**src/rtl/cdr_lock_pkg.sv**
```systemverilog
// Constants, types and register map for the CDR lock detector
package cdr_lock_pkg;
    // Clock and measurement timing
    localparam int unsigned CLK_HZ = 25_000_000;
    localparam int unsigned MEAS_WINDOW_US = 1000;
    localparam int unsigned MEAS_WINDOW_CYC = MEAS_WINDOW_US * (CLK_HZ / 1_000_000);
    // Lock thresholds in ppm
    localparam int unsigned UPPER_PPM = 1000;
    localparam int unsigned LOWER_PPM = 250;
    localparam int unsigned PPM_SCALE = 1_000_000;
    // Oscillator tuning: code zero is the bottom of range, 12.3 MHz
    localparam int unsigned TUNE_W = 10;
    localparam logic [9:0] TUNE_MIN = 10'h000;
    localparam logic [9:0] TUNE_MAX = 10'h3FF;
    localparam logic [9:0] STEP_BIG = 10'h040;
    localparam logic [9:0] STEP_MID = 10'h008;
    localparam logic [9:0] STEP_FINE = 10'h001;
    // Error fractions that pick the step size
    localparam int unsigned BIG_FRAC = 8;
    localparam int unsigned MID_FRAC = 64;
    // Counter widths
    localparam int unsigned CNT_W = 24;
    localparam int unsigned WIDE_W = 48;
    // Avalon register byte offsets
    localparam logic [4:0] OFF_CTRL_A = 5'h00;
    localparam logic [4:0] OFF_CTRL_B = 5'h04;
    localparam logic [4:0] OFF_STATUS = 5'h08;
    localparam logic [4:0] OFF_IRQ_STATUS = 5'h0C;
    localparam logic [4:0] OFF_IRQ_MASK = 5'h10;
    // Status word field positions
    localparam int unsigned ST_LOL_BIT = 3;
    localparam int unsigned ST_STICKY_BIT = 4;
    localparam int unsigned ST_TUNE_LSB = 16;
    // Interrupt bits
    localparam int unsigned IRQ_LOL_BIT = 0;
    localparam int unsigned IRQ_LOCK_BIT = 1;
    // Reset values
    localparam logic [7:0] CTRL_A_RST = 8'h00;
    localparam logic [7:0] CTRL_B_RST = 8'h00;
    localparam logic [1:0] IRQ_MASK_RST = 2'h0;

    // Control A layout, bit 7 down to bit 0
    typedef struct packed {
        logic [1:0] ref_freq_range;
        logic [3:0] rate_divide_ratio;
        logic rsvd;
        logic ref_lock_select;
    } ctrl_a_type;

    // Control B layout, bit 7 down to bit 0
    typedef struct packed {
        logic pin_sticky_select;
        logic sticky_clear_bit;
        logic [5:0] rsvd;
    } ctrl_b_type;

    // Acquisition states
    typedef enum logic [1:0] {
        ST_RESTART,
        ST_SEARCH,
        ST_LOCKED
    } acq_state_type;
endpackage : cdr_lock_pkg

```
**src/rtl/cdr_lock_detector.sv**
```systemverilog
// Frequency lock detector and acquisition control for the CDR receiver
//
// Operation
// [RULE1] Error above 1000 ppm raises loss of lock and starts a new acquisition.
// [RULE2] Each acquisition first sets the oscillator to the bottom of its range.
// [RULE3] The search only steps the oscillator upward, in large steps at first.
// [RULE4] Steps shrink near the target and lock is declared within 250 ppm.
// [RULE5] Once locked the frequency loop is switched off and the phase loops run.
// [RULE6] Normal mode locks to the data rate with no reference clock.
// [RULE7] Reference mode is chosen by setting the reference lock select bit.
// [RULE8] Software sets range and divide ratio so the reference matches the data.
// [RULE9] Reference mode compares the oscillator with the divided reference.
// [RULE10] In reference mode a later error above 1000 ppm reacquires on the reference.
// [RULE11] Any loss-of-lock event sets a sticky flag that survives relock.
// [RULE12] Writing one then zero to the sticky clear bit clears the sticky flag.
// [RULE13] With pin sticky select set the loss-of-lock pin shows the sticky flag.
// [RULE14] Pin sticky select resets to zero so the pin shows live lock state.
// [RULE15] Frequencies are compared by counting edges over a fixed window.
`timescale 1ns/10ps
module cdr_lock_detector #(
    parameter int unsigned MEAS_WIN_CYC = cdr_lock_pkg::MEAS_WINDOW_CYC
) (
    // Clock and reset
    input wire logic clk_sys_i,
    input wire logic sys_rst_i,
    // Front-end pins
    input wire logic osc_div_i,
    input wire logic data_div_i,
    input wire logic reference_clock_in_i,
    // Avalon-MM slave
    input wire logic [4:0] avs_address_i,
    input wire logic avs_read_i,
    input wire logic avs_write_i,
    input wire logic [31:0] avs_writedata_i,
    output logic [31:0] avs_readdata_o,
    output logic avs_waitrequest_o,
    // Loop control and indication
    output logic loss_of_lock_out_o,
    output logic [cdr_lock_pkg::TUNE_W-1:0] vco_tune_o,
    output logic fll_enable_o,
    output logic dpll_enable_o,
    output logic irq_o
);
    import cdr_lock_pkg::*;

    // A short window cannot resolve 250 ppm; it only suits exactly matched
    // rates, so real use keeps the long default window
    localparam logic [CNT_W-1:0] WIN_LAST = CNT_W'(MEAS_WIN_CYC - 1);

    logic [2:0] pin_raw;
    logic [2:0] sync1;
    logic [2:0] sync2;
    logic [2:0] sync3;
    logic [2:0] pin_rise;
    logic [CNT_W-1:0] win_cnt;
    logic [CNT_W-1:0] osc_cnt;
    logic [CNT_W-1:0] dat_cnt;
    logic [CNT_W-1:0] ref_cnt;
    logic [WIDE_W-1:0] osc_meas;
    logic [WIDE_W-1:0] tgt_meas;
    logic meas_valid;
    logic settle;
    logic loss_of_lock_out;
    logic sticky;
    logic [1:0] irq_st;
    logic [1:0] irq_mask;
    ctrl_a_type ctrl_a;
    ctrl_b_type ctrl_b;
    acq_state_type state;
    acq_state_type next_state;
    logic [TUNE_W-1:0] next_tune;
    logic next_settle;
    logic next_lol;
    logic next_sticky;
    logic [1:0] next_irq_st;

    // Two flops per pin, a third flop only for edge detection
    // Nothing but the second flop reads the first, so metastability stays put
    assign pin_raw = {reference_clock_in_i, data_div_i, osc_div_i};
    genvar g;
    generate
        for (g = 0; g < 3; g++) begin : g_sync
            always_ff @(posedge clk_sys_i) begin
                sync1[g] <= sys_rst_i ? 1'b0 : pin_raw[g];
                sync2[g] <= sys_rst_i ? 1'b0 : sync1[g];
                sync3[g] <= sys_rst_i ? 1'b0 : sync2[g];
            end
            assign pin_rise[g] = sync2[g] & ~sync3[g];
        end
    endgenerate

    // Window timing and edge counts
    wire win_done = (win_cnt == WIN_LAST);
    always_ff @(posedge clk_sys_i) begin
        if (sys_rst_i || win_done) begin
            win_cnt <= '0;
        end else begin
            win_cnt <= win_cnt + 1'b1;
        end
    end

    // Edges on the closing cycle are dropped from all counts alike
    always_ff @(posedge clk_sys_i) begin
        if (sys_rst_i || win_done) begin
            osc_cnt <= '0; // RULE15
            dat_cnt <= '0;
            ref_cnt <= '0;
        end else begin
            osc_cnt <= osc_cnt + CNT_W'(pin_rise[0]);
            dat_cnt <= dat_cnt + CNT_W'(pin_rise[1]);
            ref_cnt <= ref_cnt + CNT_W'(pin_rise[2]);
        end
    end

    // Target count: data edges, or reference scaled by ratio and range
    // A stopped target counts zero, which always reads as out of lock
    wire [WIDE_W-1:0] ref_wide = WIDE_W'(ref_cnt);
    wire [WIDE_W-1:0] ref_scaled =
        (ref_wide << ctrl_a.rate_divide_ratio) >> ctrl_a.ref_freq_range; // RULE9
    wire [WIDE_W-1:0] tgt_sel =
        ctrl_a.ref_lock_select ? ref_scaled : WIDE_W'(dat_cnt); // RULE6 RULE7

    always_ff @(posedge clk_sys_i) begin
        meas_valid <= ~sys_rst_i & win_done;
        if (sys_rst_i) begin
            osc_meas <= '0;
            tgt_meas <= '0;
        end else if (win_done) begin
            osc_meas <= WIDE_W'(osc_cnt);
            tgt_meas <= tgt_sel;
        end
    end

    // Error against thresholds in ppm of the target
    // Products stay inside 48 bits for 24-bit counts and ratio codes up to 4
    wire osc_below = osc_meas < tgt_meas;
    wire [WIDE_W-1:0] err = osc_below ? tgt_meas - osc_meas : osc_meas - tgt_meas;
    wire [WIDE_W-1:0] err_ppm = WIDE_W'(err * PPM_SCALE);
    wire no_target = (tgt_meas == '0);
    wire over_upper = no_target || (err_ppm > WIDE_W'(tgt_meas * UPPER_PPM)); // RULE1
    wire within_lower = !no_target && (err_ppm <= WIDE_W'(tgt_meas * LOWER_PPM));

    // Step size falls as the oscillator nears the target
    wire big_err = WIDE_W'(err * BIG_FRAC) > tgt_meas;
    wire mid_err = WIDE_W'(err * MID_FRAC) > tgt_meas;
    wire [TUNE_W-1:0] step = big_err ? STEP_BIG : (mid_err ? STEP_MID : STEP_FINE); // RULE4
    wire [TUNE_W-1:0] room = TUNE_MAX - vco_tune_o;

    // Register access decode
    // Accesses complete only on the answer cycle; the wait cycle only captures read data
    wire bus_req = avs_read_i | avs_write_i;
    wire acc_fire = bus_req & ~avs_waitrequest_o;
    wire wr_fire = avs_write_i & ~avs_waitrequest_o;
    wire wr_ctrl_a = wr_fire && (avs_address_i == OFF_CTRL_A);
    wire wr_ctrl_b = wr_fire && (avs_address_i == OFF_CTRL_B);
    wire wr_mask = wr_fire && (avs_address_i == OFF_IRQ_MASK);
    wire rd_irq = avs_read_i && ~avs_waitrequest_o && (avs_address_i == OFF_IRQ_STATUS);
    wire ctrl_b_type wdata_b = ctrl_b_type'(avs_writedata_i[7:0]);
    wire ctrl_a_type next_ctrl_a = wr_ctrl_a ? ctrl_a_type'(avs_writedata_i[7:0]) : ctrl_a;
    wire ctrl_b_type next_ctrl_b = wr_ctrl_b ? wdata_b : ctrl_b;

    // Acquisition sequencing
    always_comb begin
        next_state = state;
        next_tune = vco_tune_o;
        next_settle = settle;
        next_lol = loss_of_lock_out;
        unique case (state)
            ST_RESTART: begin
                // Every new search starts from the bottom code, one window discarded
                next_tune = TUNE_MIN; // RULE2
                next_settle = 1'b1;
                next_lol = 1'b1;
                next_state = ST_SEARCH;
            end
            ST_SEARCH: begin
                if (meas_valid) begin
                    if (settle) begin
                        // First window after a step holds a mix of two tunings
                        next_settle = 1'b0;
                    end else if (within_lower) begin
                        next_lol = 1'b0; // RULE4 RULE9
                        next_state = ST_LOCKED; // RULE5
                    end else if (osc_below && (step <= room)) begin
                        next_tune = vco_tune_o + step; // RULE3
                        next_settle = 1'b1;
                    end else begin
                        // Overshoot or top of range: only an upward search exists
                        next_state = ST_RESTART;
                    end
                end
            end
            ST_LOCKED: begin
                // Frequency loop idle; the phase loops own the oscillator now
                if (meas_valid && over_upper) begin
                    next_lol = 1'b1; // RULE1 RULE10
                    next_state = ST_RESTART;
                end
            end
            // Unused state code falls back to a fresh search
            default: begin
                next_state = ST_RESTART;
            end
        endcase
        // New mode or target reacquires from scratch
        if (wr_ctrl_a && (next_ctrl_a != ctrl_a)) begin
            next_lol = 1'b1;
            next_state = ST_RESTART;
        end
    end

    // State and tune move together so the far side never sees a stale code
    always_ff @(posedge clk_sys_i) begin
        if (sys_rst_i) begin
            state <= ST_RESTART;
            vco_tune_o <= TUNE_MIN;
            settle <= 1'b1;
            loss_of_lock_out <= 1'b1;
        end else begin
            state <= next_state;
            vco_tune_o <= next_tune;
            settle <= next_settle;
            loss_of_lock_out <= next_lol;
        end
    end

    // Events; a set always beats a clear in the same cycle
    // Reset starts with lol high, so it never counts as a loss event
    wire lol_rise = next_lol & ~loss_of_lock_out;
    wire lock_gain = ~next_lol & loss_of_lock_out;
    // Clear needs a stored one followed by a written zero
    wire sticky_clr = wr_ctrl_b && ctrl_b.sticky_clear_bit && !wdata_b.sticky_clear_bit; // RULE12
    assign next_sticky = lol_rise | (sticky & ~sticky_clr); // RULE11
    wire [1:0] irq_ev = {lock_gain, lol_rise};
    wire [1:0] irq_clr = rd_irq ? avs_readdata_o[1:0] : 2'h0;
    assign next_irq_st = irq_ev | (irq_st & ~irq_clr);

    // Control and status registers
    // Reserved control bits are kept as written and read back unchanged
    always_ff @(posedge clk_sys_i) begin
        if (sys_rst_i) begin
            ctrl_a <= ctrl_a_type'(CTRL_A_RST);
            ctrl_b <= ctrl_b_type'(CTRL_B_RST); // RULE14
            irq_mask <= IRQ_MASK_RST;
            sticky <= 1'b0;
            irq_st <= 2'h0;
        end else begin
            ctrl_a <= next_ctrl_a;
            ctrl_b <= next_ctrl_b;
            irq_mask <= wr_mask ? avs_writedata_i[1:0] : irq_mask;
            sticky <= next_sticky;
            irq_st <= next_irq_st;
        end
    end

    // Registered outputs track next values so the pins agree with state, except irq_o, which masks with the current irq_mask
    // Pin and status word change on the same edge, never a cycle apart
    wire pin_lol = next_ctrl_b.pin_sticky_select ? next_sticky : next_lol; // RULE13
    always_ff @(posedge clk_sys_i) begin
        if (sys_rst_i) begin
            loss_of_lock_out_o <= 1'b1;
            fll_enable_o <= 1'b1;
            dpll_enable_o <= 1'b0;
            irq_o <= 1'b0;
        end else begin
            loss_of_lock_out_o <= pin_lol;
            fll_enable_o <= (next_state != ST_LOCKED); // RULE5
            dpll_enable_o <= (next_state == ST_LOCKED);
            irq_o <= |(next_irq_st & irq_mask);
        end
    end

    // Read data mux; unmapped offsets read as zero
    // Live state, sticky flag and tune code share one read-only word
    // Offsets decode in full, so unaligned aliases also read as zero
    logic [31:0] status_word;
    always_comb begin
        status_word = 32'h0000_0000;
        status_word[ST_LOL_BIT] = loss_of_lock_out;
        status_word[ST_STICKY_BIT] = sticky;
        status_word[ST_TUNE_LSB +: TUNE_W] = vco_tune_o;
    end
    wire [31:0] rd_mux =
        (avs_address_i == OFF_CTRL_A) ? {24'h000000, ctrl_a} :
        (avs_address_i == OFF_CTRL_B) ? {24'h000000, ctrl_b} :
        (avs_address_i == OFF_STATUS) ? status_word :
        (avs_address_i == OFF_IRQ_STATUS) ? {30'h0, irq_st} :
        (avs_address_i == OFF_IRQ_MASK) ? {30'h0, irq_mask} : 32'h0000_0000;

    // One wait cycle per access; read data captured on the request cycle
    // A request still high after its answer is not taken twice: waitrequest
    // rises first, and a new request must meet a high waitrequest
    always_ff @(posedge clk_sys_i) begin
        if (sys_rst_i) begin
            avs_waitrequest_o <= 1'b1;
            avs_readdata_o <= 32'h0000_0000;
        end else begin
            avs_waitrequest_o <= ~(bus_req & avs_waitrequest_o);
            if (bus_req && avs_waitrequest_o && !acc_fire) begin
                avs_readdata_o <= rd_mux;
            end
        end
    end
endmodule : cdr_lock_detector

```
**config.mk**
```make
export PLATFORM = sky130hd
export DESIGN_NAME = cdr_lock_detector
export DESIGN_NICKNAME = d
export VERILOG_FILES = /design/src/rtl/cdr_lock_pkg.sv /design/src/rtl/cdr_lock_detector.sv
export SDC_FILE = /design/constraint.sdc
export NUM_CORES = 2
export LEC_CHECK = 0
export ABC_AREA = 1
export BUFFER_PORTS_ARGS = -buffer_cell sky130_fd_sc_hd__buf_2
export CORE_ASPECT_RATIO = 1.5
export CORE_UTILIZATION = 55
export CTS_BUF_LIST = sky130_fd_sc_hd__clkbuf_8
export DETAILED_ROUTE_END_ITERATION = 6
export PLACE_DENSITY = 0.71
export SLEW_MARGIN = 20
export SYNTH_ARGS = -nofsm -noshare
export SYNTH_HDL_FRONTEND = slang
export SYNTH_SLANG_ARGS = --single-unit
```
**constraint.sdc**
```tcl
create_clock -name clk_sys_i -period 26.4 [get_ports clk_sys_i]
set_input_delay 2.64 -clock clk_sys_i [delete_from_list [all_inputs] [get_ports clk_sys_i]]
set_output_delay 2.64 -clock clk_sys_i [all_outputs]
set_load 0.005 [all_outputs]
```
======== Word level (Yosys, flattened, before mapping) ========
Index checks and enable logic that the tools add are counted.
operators by class
  add/sub/neg operators ................... 8
  multiply operators ...................... 3
  order comparisons ....................... 6
  equality and inequality tests ........... 14
  shift-type cells ........................ 2
  multiplexer cells ....................... 36
  bitwise logic cells ..................... 25
  reductions and logical operators ........ 25
operator list
  kind                                                                   number
  48-bit > comparator                                                    3
  48-bit 2-to-1 mux                                                      2
  26-bit 2-to-1 mux                                                      3
  24-bit by 1-bit adder with 24-bit output                               3
  48-bit <= comparator                                                   1
  48-bit zero test                                                       1
  24-bit by 48-bit less-than comparator with 1-bit output                1
  48-bit by 14-bit multiplier with 42-bit output, second input constant  1
  48-bit by 7-bit multiplier with 45-bit output, second input constant   1
  48-bit by 7-bit multiplier with 47-bit output, second input constant   1
  24-bit by 4-bit left shift with 48-bit output                          1
  48-bit by 2-bit right shift with 48-bit output                         1
  24-bit by 48-bit subtractor with 48-bit output                         1
  48-bit by 24-bit subtractor with 48-bit output                         1
  10-bit 2-to-1 mux                                                      4
  24-bit by 1-bit adder with 24-bit output, second input constant        1
  24-bit by 15-bit == test with 1-bit output, second input constant      1
  10-bit case mux with 2 select lines                                    1
  2-bit 2-to-1 mux                                                       9
  8-bit 2-to-1 mux                                                       2
  1-bit logical AND                                                      13
  10-bit by 7-bit adder with 10-bit output                               1
  1-bit AND                                                              10
  5-bit by 4-bit == test with 1-bit output, second input constant        2
  27 further kinds                                                       54
word-level totals
  register bits after elaboration ......... 250
  output and inout bits ................... 47
  logic and storage cells ................. 155

======== Longest topological paths before layout ========
  depth in word-level cells ............... 15
  gate-level depth with buffers ........... 66
  gate-level depth less buffers ........... 64

======== Worst setup path before layout ========
OpenSTA, ideal clock, no wires.
  path kind ............................... register -> register
  start point ............................. register tgt_meas[0]
  end point ............................... register vco_tune_o[2] (netlist name)
  arrival ................................. 9,490 ps
  data required time ...................... 26,330 ps
  slack ................................... 16,840 ps
  cell stages (with the launch flop) ...... 58
  buffers on the path ..................... 5
  period minus slack after synthesis ...... 9,560 ps
  cell sequence ........................... dfxtp_1 > ha_1 > inv_1 > fa_1 > nand3_1 > nand2_1 > nand2_1 > nand2_1 > nand2_1 > nand3_2 > nand2_2 > buf_6 > buf_6 > buf_6 > buf_2 > nand2_1 > o221ai_1 > xor2_1 > (+22 left out) > inv_1 > nand3_1 > nand2_1 > inv_1 > ha_1 > nand2_1 > nor2_1 > nand3_1 > nor3b_1 > nand4_1 > a21oi_1 > o21ai_0 > nand2_1 > nand4_1 > nand2_1 > buf_2 > nand3_1 > a21oi_1
on the way
  cells in the longest elaborated chain, start to end .. 11
  elaborated cells between the ends (all ways) .. 25
  classes of those cells .................. add/sub: 3; mul: 2; order compare: 5; eq/ne: 2; mux: 8; reduce/logical: 5
RTL lines
  element                                                                                  RTL line                  RTL
  start: declaration                                                                       cdr_lock_detector.sv:60   logic [WIDE_W-1:0] tgt_meas;
  start signal: assignment                                                                 cdr_lock_detector.sv:130  tgt_meas <= tgt_sel;
  branches (longest 11 deep; another with 24-bit by 48-bit subtractor with 48-bit output)  --
  end signal: assignment                                                                   cdr_lock_detector.sv:221  vco_tune_o <= next_tune;
  end: declaration                                                                         cdr_lock_detector.sv:39   output logic [cdr_lock_pkg::TUNE_W-1:0] vco_tune_o,
Parallel ways; which one is timed is not known. The select of a mux whose other input is x is not followed.
A chain may end at the register's enable or synchronous reset.

======== Final worst setup path ========
  start point ............................. register tgt_meas[1]
  end point ............................... register vco_tune_o[2] (netlist name)
Same word-level chain as after synthesis.

==> flow_summary.json <==
{
  "status": "complete, no violations",
  "layout.nets": 5344,
  "reg2reg_from": "tgt_meas[1]$_SDFFE_PP0N_",
  "fin_tns_setup_ps": 0,
  "detail-route-antenna-nets": 0,
  "path_max_fanout": 46,
  "core_um2": 58800,
  "hold_class": "reg -> reg",
  "die_h_um": 300,
  "cp_slowest_cell": "nor4_1",
  "io_pins": 91,
  "hold_viol": 0,
  "critPathRequiredTime_ps": 26890,
  "antenna_found_initial": 1,
  "row_count": 109,
  "vdd_drop_max_uv": 43.8,
  "place.gp.congestion": 1.03,
  "wl_met1_um": 38900,
  "clockPowerShare": 0.416,
  "startpoint": "tgt_meas[1]$_SDFFE_PP0N_",
  "final_cell_mix": "nand2_1, inv_1, ha_1",
  "crit_top_cell": "nand2_1",
  "worstMarginPinSlew_ps": 1270,
  "power_frac_comb": 0.039,
  "relSlewSlack": 0.149,
  "cts_tree": "done",
  "die_w_um": 201,
  "vias": 30200,
  "total_leakage_power_nw": 18.4,
  "switching_power_uw": 152,
  "switching_share": 0.239,
  "rsz0062_at_grt": "false",
  "path_class": "reg -> reg",
  "postSynthCellCount": 4531,
  "min_period_ps": 13680,
  "start_util": 0.555,
  "cts.clk_slew.worst_paths_ps": 70,
  "grt_usage": 0.353,
  "grt_pass1_wl_um": 164000,
  "grt_max_degree": 85,
  "syn2layout_area_growth_pct": 5.08,
  "powerDensity_nw_per_um2": 18.6,
  "wl_met2_um": 55000,
  "ys_warn_count": 0,
  "synthTopCellsByArea": "fa_1, ha_1, dfxtp_1",
  "clock_skew_ps": 32.3,
  "dr.pass1.iters": 6,
  "fmax_mhz": 73.1,
  "wl_um": 106000,
  "port_buffers": 52,
  "start_kind": "flop",
  "route.met3.wl_um": 3540,
  "synth_top_flop_cell": "dfxtp_1",
  "cap_violations": 0,
  "finalCritPeriodShare": 0.518,
  "async_flop_share": 0,
  "syn_area_per_cell_um2": 7.20,
  "yosysTopAreaCell": "fa_1",
  "synth_cell_types": 62,
  "ys_seq_area_frac": 0.139,
  "intPower_uw": 485,
  "slowest_delay_ps": 860,
  "synth_edf_count": 0,
  "post-cts-setup-buffers": 0,
  "cts_sinks": 227,
  "dp.final_hpwl_um": 89800,
  "cts_buffer_depth": 3,
  "clock_latency_ps": 610,
  "route.detailed.wl_per_inst_um": 19.8,
  "synth_seq_cells": 227,
  "layout.cells.most_common": "nand2_1",
  "cp.arrival_ps": 14170,
  "cts-resized-gates": 0,
  "top_layer": "met4",
  "cts-buffers-inserted": 29,
  "cts_hold_buf": 0,
  "setup_violations": 0,
  "htree_levels": 1,
  "seqPwrFrac": 0.545,
  "dieArea_um2": 60300,
  "holdWs_ps": 408,
  "synth_area_um2": 32600,
  "min-delay-start": "sync1[1]$_SDFF_PP0_",
  "worstSetupEndpointType": "flop",
  "gr-total-overflow": 0,
  "grt_pass1_vias": 30500,
  "drive_gt1_frac": 0.0417,
  "cts_root_buf": "clkbuf_8",
  "route.detailed.drc": 0,
  "yosysTopAreaCellShare": 0.176,
  "maxSlewViolCount": 0,
  "via_per_inst": 5.64,
  "drt_iter0_markers": 1691
}
## final timing paths
check	end	slack (ps)	cells past startpoint
setup / recovery	vco_tune_o[2]$_SDFFE_PP0P_	12720	49
hold / removal	sync2[1]$_SDFF_PP0_	410	2
setup reg to reg	vco_tune_o[2]$_SDFFE_PP0P_	12720	49
hold reg to reg	sync2[1]$_SDFF_PP0_	410	2
## worst max-delay path, delay by kind of cell, from the launching register on
family | cells | cell delay (ps)
adders and majority gates | 9 | 4220
and+or+nand+nor | 22 | 4220
AOI/OAI and AO/OA | 8 | 2080
buffers and inverters | 8 | 1600
xor gates and xnor gates | 2 | 790
DFF | 1 | 600
## cell usage after synthesis, types with 15 or more instances
| library cell | instances |
|---|---|
| nand2_1 | 946 |
| inv_1 | 811 |
| ha_1 | 455 |
| a21oi_1 | 324 |
| nor2_1 | 323 |
| fa_1 | 287 |
| o21ai_0 | 264 |
| dfxtp_1 | 227 |
| nand3_1 | 170 |
| xor2_1 | 83 |
| nor3_1 | 67 |
| nand4_1 | 64 |
| clkbuf_1 | 58 |
| xnor2_1 | 52 |
| o22ai_1 | 42 |
| a31oi_1 | 31 |
| nor4_1 | 28 |
| o221ai_1 | 24 |
| o21a_1 | 20 |
| o211ai_1 | 16 |
| o31ai_1 | 15 |
## layout make-up
| type | count | area (µm²) |
|---|---|---|
| Multi-Input combinational cell | 3395 | 24600 |
| Fill cell | 5782 | 24500 |
| Antenna cell | 1 | 2.50 |
| Sequential cell | 227 | 4540 |
| Inverter | 826 | 3100 |
| Clock inverter | 14 | 95.1 |
| Timing Repair Buffer | 79 | 463 |
| Tap cell | 777 | 972 |
| Clock buffer | 36 | 495 |
## power groups by stage
stage          combinational, mW  clock (mW)  sequential (mW)
6_report                  0.0249       0.265            0.347
5_1_grt                   0.0280       0.287            0.347
4_1_cts                   0.0248       0.272            0.347
3_5_place_dp              0.0247           0            0.355
3_3_place_gp              0.0245           0            0.355
2_1_floorplan             0.0177           0            0.355
## registers in the layout (all words and copies together) (netlist names), 2 cells and up
register / cells
ref_cnt: 24
osc_meas: 24
vco_tune_o: 10
irq_mask: 2
win_cnt: 24
irq_st: 2
sync2: 3
sync1: 3
osc_cnt: 24
ctrl_b: 8
tgt_meas: 39
sync3: 3
avs_readdata_o: 18
state: 2
dat_cnt: 24
ctrl_a: 8
## through the flow
| stage | worst slack (ps) | utilization | instance area, µm² | std cells | power, mW |
|---|---|---|---|---|---|
| after detailed placement | 12940 | 0.573 | 33700 | 5303 | 0.380 |
| after CTS | 12930 | 0.583 | 34300 | 5353 | 0.644 |
| after floorplan | 16840 | - | 32700 | 4544 | 0.372 |
| after global routing | 12270 | 0.583 | 34300 | 5355 | 0.662 |
| after global placement | 12830 | 0.573 | 33700 | 5303 | 0.380 |
| final | 12720 | 0.583 | 34300 | 5355 | 0.637 |
## routing by layer
metal	global-route usage	vias to the layer above
li1	-	14800
met1	0.361	14400
met2	0.668	705
met3	0.0323	309
met4	0.258	0
met5	0	-
## logic make-up after synthesis
family,share of synthesized area
adders and majority gates,0.350
muxes,0.00368
other,0.000115
AOI/OAI and AO/OA,0.144
DFF,0.139
buffers and inverters,0.109
and+or+nand+nor,0.215
xor gates and xnor gates,0.0392
No activity file was read; power rests on OpenSTA's default activity.
